<file path="config.mk">
export PLATFORM = sky130hd
export DESIGN_NAME = i2cew_slave
export DESIGN_NICKNAME = d
export VERILOG_FILES = /design/src/core/i2cew_pkg.sv /design/src/core/i2cew_buf2.sv /design/src/core/i2cew_slave.sv
export VERILOG_INCLUDE_DIRS = /design/src /design/src/core
export SDC_FILE = /design/constraint.sdc
export NUM_CORES = 1
export LEC_CHECK = 0
export BUFFER_PORTS_ARGS = -buffer_cell sky130_fd_sc_hd__buf_2
export CAP_MARGIN = 20
export CELL_PAD_IN_SITES_DETAIL_PLACEMENT = 1
export CELL_PAD_IN_SITES_GLOBAL_PLACEMENT = 2
export CORE_ASPECT_RATIO = 1.4
export CORE_MARGIN = 4
export CORE_UTILIZATION = 42
export CTS_CLUSTER_DIAMETER = 200
export DETAILED_ROUTE_END_ITERATION = 16
export HOLD_SLACK_MARGIN = 0.02
export PLACE_DENSITY = 0.95
export RECOVER_POWER = 50
export SYNTH_ARGS = -nofsm -noshare
export SYNTH_HDL_FRONTEND = slang
export SYNTH_SLANG_ARGS = --single-unit
</file>
<file path="constraint.sdc">
create_clock -name core_clk -period 5.4 [get_ports core_clk]
set_input_delay 0.81 -clock core_clk [delete_from_list [all_inputs] [get_ports core_clk]]
set_output_delay 0.81 -clock core_clk [all_outputs]
set_load 0.05 [all_outputs]
</file>
<file path="src/core/i2cew_map.svh">
// constants for the two-wire write-path slave
`ifndef I2CEW_MAP_SVH
`define I2CEW_MAP_SVH

// =====================================================================
// select code layout
`define I2CEW_TYPE_MSB 7
`define I2CEW_TYPE_LSB 5
`define I2CEW_TYPE_HEAD 3'h5
`define I2CEW_SEL_IDPAGE 4
`define I2CEW_SEL_STRAP_HI 3
`define I2CEW_SEL_STRAP_LO 2
`define I2CEW_SEL_TOP_ADDR 1
`define I2CEW_SEL_DIR 0
`define I2CEW_DIR_READ 1'h1

// =====================================================================
// address and lock fields
`define I2CEW_LOCK_SEL_BIT 10
`define I2CEW_LOCK_DATA_BIT 1
`define I2CEW_ADDR_RESET 17'h00000

// =====================================================================
// bit slots and timing
`define I2CEW_ACK_SLOT 4'h8
`define I2CEW_BIT_RESET 4'h0
`define I2CEW_CLK_KHZ 25000
`define I2CEW_WRITE_TIME_US 100

`endif

</file>
<file path="src/core/i2cew_pkg.sv">
// types shared by the two-wire write-path slave
package i2cew_pkg;
    typedef enum logic [2:0] {
        I2CEW_IDLE = 3'b000,
        I2CEW_SEL = 3'b001,
        I2CEW_ADDR_HI = 3'b010,
        I2CEW_ADDR_LO = 3'b011,
        I2CEW_DATA = 3'b100,
        I2CEW_IGNORE = 3'b101,
        I2CEW_BUSY = 3'b110
    } i2cew_state_t;

    typedef struct packed {
        logic idpage;
        logic [16:0] addr;
        logic [7:0] data;
    } i2cew_beat_t;
endpackage

</file>
<file path="src/core/i2cew_buf2.sv">
// two-entry buffer between received data bytes and the memory port
`timescale 1ns/100ps
`include "i2cew_map.svh"
module i2cew_buf2 #(
    parameter int WIDTH = 26
) (
    input wire logic core_clk,
    input wire logic resetn,
    input wire logic [WIDTH-1:0] in_data,
    input wire logic in_valid,
    output logic in_ready,
    output logic [WIDTH-1:0] out_data,
    output logic out_valid,
    input wire logic out_ready
);
    logic [WIDTH-1:0] head_q, head_d, tail_q, tail_d;
    logic [1:0] cnt_q, cnt_d;
    logic valid_q, valid_d;
    logic push, pop;

    generate
        if (WIDTH < 1) begin : g_bad
            $error("i2cew_buf2: WIDTH must be positive");
        end
    endgenerate

    // =================================================================
    // next state
    always_comb begin
        in_ready = (cnt_q != 2'h2);
        push = in_valid && in_ready;
        pop = valid_q && out_ready;
        head_d = head_q;
        tail_d = tail_q;
        cnt_d = cnt_q;
        unique case ({push, pop})
            2'b10: begin
                if (cnt_q == 2'h0) begin
                    head_d = in_data;
                end else begin
                    tail_d = in_data;
                end
                cnt_d = cnt_q + 2'h1;
            end
            2'b01: begin
                head_d = tail_q;
                cnt_d = cnt_q - 2'h1;
            end
            2'b11: begin
                if (cnt_q == 2'h1) begin
                    head_d = in_data;
                end else begin
                    head_d = tail_q;
                    tail_d = in_data;
                end
            end
            default: begin
                cnt_d = cnt_q;
            end
        endcase
        valid_d = (cnt_d != 2'h0);
    end

    // =================================================================
    // registers
    always_ff @(posedge core_clk or negedge resetn) begin
        if (!resetn) begin
            head_q <= '0;
            tail_q <= '0;
            cnt_q <= 2'h0;
            valid_q <= 1'h0;
        end else begin
            head_q <= head_d;
            tail_q <= tail_d;
            cnt_q <= cnt_d;
            valid_q <= valid_d;
        end
    end

    assign out_data = head_q;
    assign out_valid = valid_q;
endmodule

</file>
<file path="src/core/i2cew_slave.sv">
// two-wire serial memory slave: select, address and write path
// Function
// - start on sda fall, scl high, unless busy
// - stop on sda rise, scl high, ends exchange
// - stop after read nack returns to standby
// - sample sda on rising scl
// - receiver pulls sda low on ninth clock
// - select code: type, straps, top bit, direction
// - respond only when strap bits match
// - direction bit one reads, zero writes
// - ack matching select, else release and standby
// - write: two acked address bytes, then data
// - address is top bit, high, low byte
// - write starts only on stop after data ack
// - counter holds next address after write
// - busy: sda released, requests ignored
// - write protect: data nacked, nothing written
// - page write takes up to 256 bytes
// - in-page address wraps to zero
// - in-page counter advances per buffered data byte
// - id page write: type 1011, lock bit zero
// - locked id page nacks its data bytes
// - lock command with data bit one locks until reset
// - write protect still acks select and address
// - busy leaves new select unacknowledged
`timescale 1ns/100ps
`include "i2cew_map.svh"
module i2cew_slave
    import i2cew_pkg::*;
#(
    parameter int WRITE_CYCLES = `I2CEW_WRITE_TIME_US * (`I2CEW_CLK_KHZ / 1000)
) (
    input wire logic core_clk,
    input wire logic resetn,
    input wire logic scl_in,
    input wire logic sda_in,
    output logic sda_out,
    output logic sda_oe,
    input wire logic chip_sel_strap_lo,
    input wire logic chip_sel_strap_hi,
    input wire logic write_protect_in,
    output i2cew_beat_t wr_beat,
    output logic wr_valid,
    input wire logic wr_ready,
    output logic wr_commit,
    output logic wr_abort,
    output logic write_busy,
    output logic idpage_locked,
    output logic [16:0] addr_count
);
    localparam int CW = $clog2(WRITE_CYCLES + 1);
    localparam logic [CW-1:0] LAST_CNT = CW'(WRITE_CYCLES - 1);

    generate
        if (WRITE_CYCLES < 1) begin : g_bad
            $error("i2cew_slave: WRITE_CYCLES must be at least one");
        end
    endgenerate

    // =================================================================
    // line synchronisers and edge detection
    logic [2:0] scl_q, sda_q;
    logic scl_rise, scl_fall, start_det, stop_det;

    always_ff @(posedge core_clk or negedge resetn) begin
        if (!resetn) begin
            scl_q <= 3'h7;
            sda_q <= 3'h7;
        end else begin
            scl_q <= {scl_q[1:0], scl_in};
            sda_q <= {sda_q[1:0], sda_in};
        end
    end

    assign scl_rise = scl_q[1] && !scl_q[2];
    assign scl_fall = !scl_q[1] && scl_q[2];
    assign start_det = scl_q[1] && scl_q[2] && sda_q[2] && !sda_q[1];
    assign stop_det = scl_q[1] && scl_q[2] && !sda_q[2] && sda_q[1];

    // =================================================================
    // protocol state
    i2cew_state_t state_q, state_d;
    logic [3:0] bit_q, bit_d;
    logic [7:0] sh_q, sh_d;
    logic ack_ph_q, ack_ph_d, oe_q, oe_d;
    logic after_ack_q, after_ack_d, have_q, have_d;
    logic idp_q, idp_d, lock_q, lock_d, lock_pend_q, lock_pend_d;
    logic [16:0] addr_q, addr_d;
    logic [CW-1:0] cnt_q, cnt_d;
    logic commit_d, abort_d, commit_q, abort_q;
    logic busy_d, busy_q;
    i2cew_beat_t push_beat;
    logic push_valid, buf_ready;

    function automatic logic sel_match(input logic [7:0] b, input logic hi, input logic lo);
        sel_match = (b[`I2CEW_TYPE_MSB:`I2CEW_TYPE_LSB] == `I2CEW_TYPE_HEAD)
            && (b[`I2CEW_SEL_STRAP_HI] == hi) && (b[`I2CEW_SEL_STRAP_LO] == lo);
    endfunction

    always_comb begin
        state_d = state_q;
        bit_d = bit_q;
        sh_d = sh_q;
        ack_ph_d = ack_ph_q;
        oe_d = oe_q;
        after_ack_d = after_ack_q;
        have_d = have_q;
        idp_d = idp_q;
        lock_d = lock_q;
        lock_pend_d = lock_pend_q;
        addr_d = addr_q;
        cnt_d = cnt_q;
        commit_d = 1'h0;
        abort_d = 1'h0;
        push_valid = 1'h0;
        push_beat = '{idpage: idp_q, addr: addr_q, data: sh_q};
        if (state_q == I2CEW_BUSY) begin
            oe_d = 1'h0;
            if (cnt_q == '0) begin
                state_d = I2CEW_IDLE;
                lock_d = lock_q || lock_pend_q;
                lock_pend_d = 1'h0;
            end else begin
                cnt_d = cnt_q - CW'(1);
            end
        end else if (stop_det) begin
            oe_d = 1'h0;
            ack_ph_d = 1'h0;
            after_ack_d = 1'h0;
            have_d = 1'h0;
            if (state_q == I2CEW_DATA && after_ack_q && have_q) begin
                state_d = I2CEW_BUSY;
                cnt_d = LAST_CNT;
                commit_d = 1'h1;
            end else begin
                state_d = I2CEW_IDLE;
                abort_d = have_q;
                lock_pend_d = 1'h0;
            end
        end else if (start_det) begin
            state_d = I2CEW_SEL;
            bit_d = `I2CEW_BIT_RESET;
            oe_d = 1'h0;
            ack_ph_d = 1'h0;
            after_ack_d = 1'h0;
            abort_d = have_q;
            have_d = 1'h0;
            lock_pend_d = 1'h0;
        end else if (scl_fall && ack_ph_q) begin
            // ninth clock over in every state, read selects included
            oe_d = 1'h0;
            ack_ph_d = 1'h0;
            bit_d = `I2CEW_BIT_RESET;
            after_ack_d = (state_q == I2CEW_DATA) && oe_q;
        end else if (state_q != I2CEW_IDLE && state_q != I2CEW_IGNORE) begin
            if (scl_rise && !ack_ph_q) begin
                // the stop of the tenth slot rides on the first rise after an ack
                after_ack_d = after_ack_q && (bit_q == `I2CEW_BIT_RESET);
                sh_d = {sh_q[6:0], sda_q[2]};
                bit_d = bit_q + 4'h1;
            end else if (scl_fall && bit_q == `I2CEW_ACK_SLOT) begin
                ack_ph_d = 1'h1;
                unique case (state_q)
                    I2CEW_SEL: begin
                        if (sel_match(sh_q, chip_sel_strap_hi, chip_sel_strap_lo)) begin
                            oe_d = 1'h1;
                            idp_d = sh_q[`I2CEW_SEL_IDPAGE];
                            addr_d[16] = sh_q[`I2CEW_SEL_TOP_ADDR];
                            if (sh_q[`I2CEW_SEL_DIR] == `I2CEW_DIR_READ) begin
                                state_d = I2CEW_IGNORE;
                            end else begin
                                state_d = I2CEW_ADDR_HI;
                            end
                        end else begin
                            state_d = I2CEW_IDLE;
                        end
                    end
                    I2CEW_ADDR_HI: begin
                        oe_d = 1'h1;
                        addr_d[15:8] = sh_q;
                        state_d = I2CEW_ADDR_LO;
                    end
                    I2CEW_ADDR_LO: begin
                        oe_d = 1'h1;
                        addr_d[7:0] = sh_q;
                        state_d = I2CEW_DATA;
                    end
                    default: begin
                        if (idp_q && addr_q[`I2CEW_LOCK_SEL_BIT]) begin
                            if (!write_protect_in && !lock_q) begin
                                oe_d = 1'h1;
                                have_d = 1'h1;
                                lock_pend_d = lock_pend_q || sh_q[`I2CEW_LOCK_DATA_BIT];
                            end
                        end else if (!write_protect_in && !(idp_q && lock_q) && buf_ready) begin
                            oe_d = 1'h1;
                            have_d = 1'h1;
                            push_valid = 1'h1;
                            addr_d[7:0] = addr_q[7:0] + 8'h01;
                        end
                    end
                endcase
            end
        end
        busy_d = (state_d == I2CEW_BUSY);
    end

    always_ff @(posedge core_clk or negedge resetn) begin
        if (!resetn) begin
            state_q <= I2CEW_IDLE;
            bit_q <= `I2CEW_BIT_RESET;
            sh_q <= 8'h00;
            ack_ph_q <= 1'h0;
            oe_q <= 1'h0;
            after_ack_q <= 1'h0;
            have_q <= 1'h0;
            idp_q <= 1'h0;
            lock_q <= 1'h0;
            lock_pend_q <= 1'h0;
            addr_q <= `I2CEW_ADDR_RESET;
            cnt_q <= '0;
            commit_q <= 1'h0;
            abort_q <= 1'h0;
            busy_q <= 1'h0;
        end else begin
            state_q <= state_d;
            bit_q <= bit_d;
            sh_q <= sh_d;
            ack_ph_q <= ack_ph_d;
            oe_q <= oe_d;
            after_ack_q <= after_ack_d;
            have_q <= have_d;
            idp_q <= idp_d;
            lock_q <= lock_d;
            lock_pend_q <= lock_pend_d;
            addr_q <= addr_d;
            cnt_q <= cnt_d;
            commit_q <= commit_d;
            abort_q <= abort_d;
            busy_q <= busy_d;
        end
    end

    // =================================================================
    // data buffer toward the memory port
    i2cew_buf2 #(
        .WIDTH($bits(i2cew_beat_t))
    ) u_buf (
        .core_clk(core_clk),
        .resetn(resetn),
        .in_data(push_beat),
        .in_valid(push_valid),
        .in_ready(buf_ready),
        .out_data(wr_beat),
        .out_valid(wr_valid),
        .out_ready(wr_ready)
    );

    assign sda_out = 1'h0;
    assign sda_oe = oe_q;
    assign wr_commit = commit_q;
    assign wr_abort = abort_q;
    assign write_busy = busy_q;
    assign idpage_locked = lock_q;
    assign addr_count = addr_q;

    // =================================================================
    // checks
    a_start_enters_sel: assert property (@(posedge core_clk) disable iff (!resetn)
        start_det && !stop_det && state_q != I2CEW_BUSY |=> state_q == I2CEW_SEL)
        else $error("start not taken");
    a_stop_to_idle: assert property (@(posedge core_clk) disable iff (!resetn)
        stop_det && state_q != I2CEW_BUSY && !commit_d |=> state_q == I2CEW_IDLE && !sda_oe)
        else $error("stop did not return to standby");
    a_busy_releases_sda: assert property (@(posedge core_clk) disable iff (!resetn)
        state_q == I2CEW_BUSY |-> !sda_oe && !push_valid)
        else $error("bus touched while busy");
    a_busy_no_select: assert property (@(posedge core_clk) disable iff (!resetn)
        state_q == I2CEW_BUSY && start_det |=> state_q != I2CEW_SEL)
        else $error("select seen while busy");
    a_commit_slot: assert property (@(posedge core_clk) disable iff (!resetn)
        commit_d |-> after_ack_q && have_q && stop_det && state_q == I2CEW_DATA)
        else $error("write cycle started outside the tenth slot");
    a_busy_length: assert property (@(posedge core_clk) disable iff (!resetn)
        commit_q |-> write_busy && cnt_q == LAST_CNT)
        else $error("write cycle length wrong");
    a_wp_nacks_data: assert property (@(posedge core_clk) disable iff (!resetn)
        state_q == I2CEW_DATA && scl_fall && bit_q == `I2CEW_ACK_SLOT && !ack_ph_q
        && write_protect_in |-> !push_valid ##1 (!sda_oe && $stable(have_q)))
        else $error("protected data byte acknowledged");
    a_wp_acks_addr: assert property (@(posedge core_clk) disable iff (!resetn)
        state_q == I2CEW_ADDR_HI && scl_fall && bit_q == `I2CEW_ACK_SLOT && !ack_ph_q
        && !start_det && !stop_det |=> sda_oe ##0 state_q == I2CEW_ADDR_LO)
        else $error("address byte not acknowledged");
    a_page_wrap: assert property (@(posedge core_clk) disable iff (!resetn)
        push_valid |=> addr_q[16:8] == $past(addr_q[16:8])
        && addr_q[7:0] == $past(addr_q[7:0]) + 8'h01)
        else $error("in-page address did not advance inside the page");
    a_mismatch_release: assert property (@(posedge core_clk) disable iff (!resetn)
        state_q == I2CEW_SEL && scl_fall && bit_q == `I2CEW_ACK_SLOT && !ack_ph_q
        && !start_det && !stop_det
        && !sel_match(sh_q, chip_sel_strap_hi, chip_sel_strap_lo)
        |=> state_q == I2CEW_IDLE && !sda_oe)
        else $error("foreign select code answered");
    a_lock_sticks: assert property (@(posedge core_clk) disable iff (!resetn)
        idpage_locked |=> idpage_locked)
        else $error("identification page lock lost");
    a_locked_nack: assert property (@(posedge core_clk) disable iff (!resetn)
        lock_q && idp_q && state_q == I2CEW_DATA && scl_fall && !ack_ph_q
        && bit_q == `I2CEW_ACK_SLOT && !start_det && !stop_det |=> !sda_oe)
        else $error("locked page data acknowledged");
    a_ack_released: assert property (@(posedge core_clk) disable iff (!resetn)
        ack_ph_q && scl_fall |=> !sda_oe)
        else $error("acknowledge held past the ninth clock");
    a_select_acked: assert property (@(posedge core_clk) disable iff (!resetn)
        state_q == I2CEW_SEL && scl_fall && bit_q == `I2CEW_ACK_SLOT && !ack_ph_q
        && sel_match(sh_q, chip_sel_strap_hi, chip_sel_strap_lo)
        && sh_q[`I2CEW_SEL_DIR] != `I2CEW_DIR_READ |=> sda_oe && state_q == I2CEW_ADDR_HI)
        else $error("matching write select not acknowledged");
    a_read_ignored: assert property (@(posedge core_clk) disable iff (!resetn)
        state_q == I2CEW_SEL && scl_fall && bit_q == `I2CEW_ACK_SLOT && !ack_ph_q
        && sel_match(sh_q, chip_sel_strap_hi, chip_sel_strap_lo)
        && sh_q[`I2CEW_SEL_DIR] == `I2CEW_DIR_READ |=> sda_oe && state_q == I2CEW_IGNORE)
        else $error("read select not set aside");
    a_bit_sampled: assert property (@(posedge core_clk) disable iff (!resetn)
        scl_rise && !ack_ph_q && !start_det && !stop_det && state_q != I2CEW_BUSY
        && state_q != I2CEW_IDLE && state_q != I2CEW_IGNORE |=> sh_q[0] == $past(sda_q[2]))
        else $error("data bit not taken on the rising clock");
    a_busy_ends: assert property (@(posedge core_clk) disable iff (!resetn)
        write_busy && cnt_q == '0 |=> !write_busy)
        else $error("write cycle overran its count");
    a_tenth_commit: assert property (@(posedge core_clk) disable iff (!resetn)
        state_q == I2CEW_DATA && after_ack_q && have_q && stop_det |=> wr_commit && write_busy)
        else $error("stop after a data ack did not start the write");

    c_write_commit: cover property (@(posedge core_clk) disable iff (!resetn) commit_q);
    c_page_wrap: cover property (@(posedge core_clk) disable iff (!resetn)
        push_valid && addr_q[7:0] == 8'hff);
    c_lock_set: cover property (@(posedge core_clk) disable iff (!resetn) $rose(idpage_locked));
    c_buffer_full: cover property (@(posedge core_clk) disable iff (!resetn)
        state_q == I2CEW_DATA && !buf_ready);
    c_read_select: cover property (@(posedge core_clk) disable iff (!resetn)
        state_q == I2CEW_IGNORE);
endmodule

</file>
== Word level (Yosys, flattened, before mapping) ==
Index checks and enable logic that the tools add are counted.

* Bits in registers: 115
* Bits in latches: 0
* RAM bits: 0
* ROM bits: 0
* Bits of input ports: 8
* Output and inout port bits: 50
* Memories kept: 0

* Add/subtract/negate cells: 5
* Multipliers: 0
* Divide/modulo/power cells: 0
* Magnitude comparators: 0
* Equality and inequality tests: 34
* Shift operators: 0
* Muxes and demuxes: 89
* Bitwise gates (word level): 6
* Reductions and logical operators: 76

{| class="wikitable"
|+ Operators with widths
! kind !! number
|-
| $mux 26 || 4
|-
| $pmux 26 s3 || 1
|-
| $mux 1 || 58
|-
| $pmux 26 s2 || 1
|-
| $mux 12 || 4
|-
| $mux 3 || 11
|-
| $reduce_bool 4->1 || 8
|-
| $logic_and 1x1->1 || 24
|-
| $reduce_and 9->1 || 2
|-
| $reduce_bool 3->1 || 6
|-
| $mux 4 || 4
|-
| $mux 8 || 2
|-
| $pmux 8 s2 || 1
|-
| $reduce_and 8->1 || 2
|-
| $eq 3x3->1 const B || 4
|-
| $logic_not 12->1 || 1
|-
| $ne 3x3->1 const B || 4
|-
| $ne 4x4->1 const B || 3
|-
| $reduce_and 6->1 || 2
|-
| $sub 12x1->12 const B || 1
|-
| $reduce_and 10->1 || 1
|-
| $reduce_bool 2->1 || 5
|-
| $reduce_bool 5->1 || 2
|-
| $pmux 3 s3 || 1
|-
| other kinds (31) || 58
|}

== Longest topological paths before layout ==
* Word-level depth: 18
* Mapped depth: 13
* Gate-level depth less buffers: 11

== Hierarchy ==
From an unflattened synthesis, not the netlist that was laid out.

* Cells, all modules: 517
* Area, all modules: 5844.4 sq um

{| class="wikitable"
|+ Modules (own cells, without submodules)
! module !! instances !! cells each !! area each (sq um) !! sequential area each (sq um)
|-
| i2cew_slave || 1 || 316 || 3326.9 || 1508.9
|-
| i2cew_buf2 || 1 || 201 || 2517.4 || 1376.3
|}

== Worst setup path before layout ==
Ideal clock, no wire load.

* Path kind: register to register
* Start: register bit_q[0]
* End: register u_buf.tail_q[8]
* Setup time: 125 ps
* Arrival time: 3045 ps
* Required time: 5275 ps
* Path slack: 2230 ps
* Cell stages (with the launch flop): 13
* Path through: dfrtp_1 inv_1 ha_1 or3b_1 clkbuf_1 nor2_1 nand3_1 nor3_1 ha_1 o21ai_0 a21oi_1 clkbuf_1 mux2_2

* Word-level cells in the longest chain between the ends: 13

{| class="wikitable"
|+ Ends and longest elaborated chain
! element !! line !! source
|-
| start: declaration || i2cew_slave.sv:83 || <nowiki>logic [3:0] bit_q, bit_d;</nowiki>
|-
| start signal: assignment || i2cew_slave.sv:211 || <nowiki>bit_q <= `I2CEW_BIT_RESET;</nowiki>
|-
| start signal: assignment || i2cew_slave.sv:227 || <nowiki>bit_q <= bit_d;</nowiki>
|-
| $eq 4x4->1 (no source line) * || -- ||
|-
| $logic_and 1x1->1 (no source line) * || -- ||
|-
| $mux 1 * || i2cew_slave.sv:161 || <nowiki>end else if (scl_fall && bit_q == `I2CEW_ACK_SLOT) begin</nowiki>
|-
| $mux 1 * || i2cew_slave.sv:156 || <nowiki>if (scl_rise && !ack_ph_q) begin</nowiki>
|-
| $mux 1 * || i2cew_slave.sv:155 || <nowiki>end else if (state_q != I2CEW_IDLE && state_q != I2CEW_IGNORE) begin</nowiki>
|-
| $mux 1 * || i2cew_slave.sv:149 || <nowiki>end else if (scl_fall && ack_ph_q) begin</nowiki>
|-
| $mux 1 * || i2cew_slave.sv:140 || <nowiki>end else if (start_det) begin</nowiki>
|-
| $mux 1 * || i2cew_slave.sv:126 || <nowiki>end else if (stop_det) begin</nowiki>
|-
| $mux 1 * || i2cew_slave.sv:117 || <nowiki>if (state_q == I2CEW_BUSY) begin</nowiki>
|-
| $logic_and 1x1->1 * || i2cew_buf2.sv:31 || <nowiki>push = in_valid && in_ready;</nowiki>
|-
| $eq 2x2->1 || i2cew_buf2.sv:36 || <nowiki>unique case ({push, pop})</nowiki>
|-
| $ne 2x2->1 (no source line) / $reduce_bool 2->1 (equally long branches) || -- ||
|-
| $reduce_and 3->1 (no source line) || -- ||
|-
| end signal: assignment || i2cew_buf2.sv:74 || <nowiki>tail_q <= tail_d;</nowiki>
|-
| end: declaration || i2cew_buf2.sv:16 || <nowiki>logic [WIDTH-1:0] head_q, head_d, tail_q, tail_d;</nowiki>
|}

Every way passes the cells marked *; elsewhere a longest branch is shown, timed or not.
A chain may end at the register's enable or synchronous reset.

==> flow_summary.toml <==
[timing]
finalSetupTns_ns = 0
period_minus_slack_ns = 3.524
fmax_mhz = 283.8
drv_slew = 58
finalCritPeriodShare = 0.6526
hold_violations = 0
max_slew_margin = -1.117
grt_setup_unrepaired = "no"
worstMarginPinSlew_ns = 3.176
fin_skew_ns = 0.01206
fin_ws_ns = 1.876
setup_viol = 0

[worst_setup_path]
critical_path_buf_inv_count = 2
cpPeakStageDelay_ns = 2.20
crit_family = "buffers and inverters"
critPathMaxFanout = 59
slowest_stage = "clkbuf_1"
end_kind = "asynchronous set/reset pin"
arrival_ns = 3.99
critPathKind = "input port to asynchronous set/reset pin"
worst_ep_required_time_ns = 5.86
cp_cell_sequence = "clkbuf_1 -> buf_4"
cp-start-kind = "input port"

[synth]
syn-num-nets = 521
synth.avg_cell_area_um2 = 10.89
ys_top_cells_by_count = "dfrtp_1, mux2_2, nand2_1"
synth-seq-cells = 115
synth_warnings = 0
synth_area_leaders = "dfrtp_1, mux2_2, o21ai_0, a22oi_1, nand2_1"
synth_largest_area_cell = "dfrtp_1"
syn-cell-area_mm2 = 0.005478
synth_cell_types = 69
ys_seq_area_frac = 0.5267
async_flop_share = 1.000
synth_top_family_by_area = "compound AO/OA/AOI/OAI gates"
synth_edf_count = 0
synth-xor-area-share = 0.006396
ys.flop_type = "dfrtp_1"
syn-instance-count = 503
yosysMostFrequentCell = "dfrtp_1"
synth_top_area_frac = 0.4979
synth-compound-area-share = 0.1738
muxShareOfSynthArea = 0.09845
yosys.area_share.simple = 0.1366
synthAdderAreaFrac = 0.02284

[clocking]
cts_tree = "built"
clkTransAtPathRegs_ns = 0.05
cts_hold_buf = 0
cts.path.max_buffers = 2
postCtsSetupRepairBufs = 0
cts_buffers = 17
worstSkewPairLatency_ns = 0.42
htreeDepth = 4
clock_sinks = 115
cts_resized = 0
ctsRootBufferMaster = "clkbuf_16"

[route]
first_pass_iters = 4
routed_wl_mm = 15.22
drcViolationCount = 0
postRouteAntennaNets = 0
drt_iter0_drc = 227
vias_per_cell = 6.071
via_count = 4341
routedWlPerCell_um = 21.29

[global_route]
track_usage = 0.2099
antenna_found_initial = 0
grt_pass1_vias = 4777
grt_overflow = 0
grt_pass1_wl_mm = 24.81
grt_max_degree = 60

[floorplan]
fp-row-count = 49
core_area_mm2 = 0.01281
die-area_mm2 = 0.01496
die_x_um = 104.5
die_h_um = 143.1
io_pins = 58
start_util = 0.4275

[placement]
pre_cts_ws_ns = 2.005
io_buffers = 56
dp_hpwl_mm = 9.775
gp_congestion = 0.8195

[power_and_ir_drop]
ir_drop_v = 0.0001812
finalPower_uw = 2712
powerDensity_mw_per_mm2 = 422.3
p_leak_uw = 0.002952

[final_layout]
antennaDiodeCount = 0
syn_to_final_growth_pct = 17.25
drive_above_1_share = 0.2189
layout.nets = 569

[outcome]
status = "finished, violations left"
violations = "max-capacitance violations, max-slew violations"

[min_path]
hold_class = "flop to flop"

[flow_run]
maxCapViolCount = 1
[worst register-to-register path: stages (launching register included)]
cell and delay (ns):
dfrtp_1 0.43, inv_1 0.09, ha_1 0.17, or3b_1 0.49
nor2_1 0.15, nand3_1 0.11, nor3_1 0.38, ha_1 0.30
a21o_1 0.80, a22oi_1 0.25, o21ai_0 0.25
[through the flow]
step	hold slack (ns)	cells	utilization	cell area, µm²
final	0.3602	715	0.5012	6422
after global routing	0.3662	715	0.5012	6422
after CTS	0.3569	715	0.5046	6466
after detailed placement	0.3492	685	0.4588	5879
after global placement	0.3474	684	0.4577	5864
after floorplan	0.3452	503	-	5478
[power by group]
group | internal [µW] | switching, µW | leakage [µW]
sequential | 950 | 155 | 0.00155
clock | 722 | 413 | 0.000279
combinational | 158 | 313 | 0.00112
[registers in the layout, indices dropped and copies added (netlist names), 2 cells and up]
signal and flops:
u_buf.out_data 26, bit_q 4, addr_count 17, cnt_q 12, u_buf.tail_q 26, u_buf.cnt_q 2
sh_q 8, scl_q 3, state_q 3, sda_q 3
[cells by family (layout without fill, tap and decap cells)]
logic type      Yosys count  in the layout
mux                      48             48
other cells               1              1
buf+inv                  48            107
fa+ha+maj                10             10
simple gates            135            135
flops                   115            115
compound gates          142            142
xor+xnor                  4              4
[area by class of cell]
class / count / area [µm²]
fillers: 1392 / 6391
flip-flops and latches: 115 / 2885
multi-input cells: 340 / 2411
clock buffers: 18 / 429.2
repair buffers: 62 / 291.5
well taps: 153 / 191.4
clock inverters: 12 / 157.7
inverters: 15 / 56.30
[final timing paths]
check / slack (ns) / from / depth (start not counted) / to
max: 1.88 / resetn / 2 / u_buf.tail_q[18]$_DFFE_PN0P_
min: 0.36 / sda_q[0]$_DFF_PN1_ / 0 / sda_q[1]$_DFF_PN1_
max reg2reg: 1.89 / bit_q[0]$_DFFE_PN0P_ / 10 / u_buf.out_data[19]$_DFFE_PN0P_
min reg2reg: 0.36 / sda_q[0]$_DFF_PN1_ / 0 / sda_q[1]$_DFF_PN1_
max in group core_clk: 1.89 / bit_q[0]$_DFFE_PN0P_ / 10 / u_buf.out_data[19]$_DFFE_PN0P_
min in group asynchronous: 1.43 / resetn / 1 / cnt_q[7]$_DFFE_PN0P_
[routing by layer]
layer | vias to the layer above | part of all wire | track usage | routed length, µm
met5 | - | 0 | 0 | 0
met4 | 0 | 0.023 | 0.08964 | 353
li1 | 1958 | - | - | -
met1 | 2255 | 0.40 | 0.2342 | 6070
met3 | 28 | 0.034 | 0.05382 | 520
met2 | 100 | 0.54 | 0.3795 | 8276
[placed cells by master (no fill, tap or decap), types with 4 or more instances in the layout]
cell	instances
a21oi_1	14
or3_1	5
dfstp_2	4
ha_1	10
a31oi_1	5
a22oi_1	26
nand2b_1	4
and3b_1	4
inv_1	14
a221oi_1	4
mux2_2	45
buf_4	4
o31ai_1	7
o21ai_0	43
buf_2	26
nor2_1	14
nor3_1	5
clkbuf_16	17
nand3_1	12
o22a_1	4
nand2_1	45
or2_2	4
or4_1	8
a211oi_1	4
nand3b_1	6
a2bb2oi_1	4
o211ai_1	4
clkbuf_1	32
dfrtp_1	109
Power figures use the tool's default switching activity.
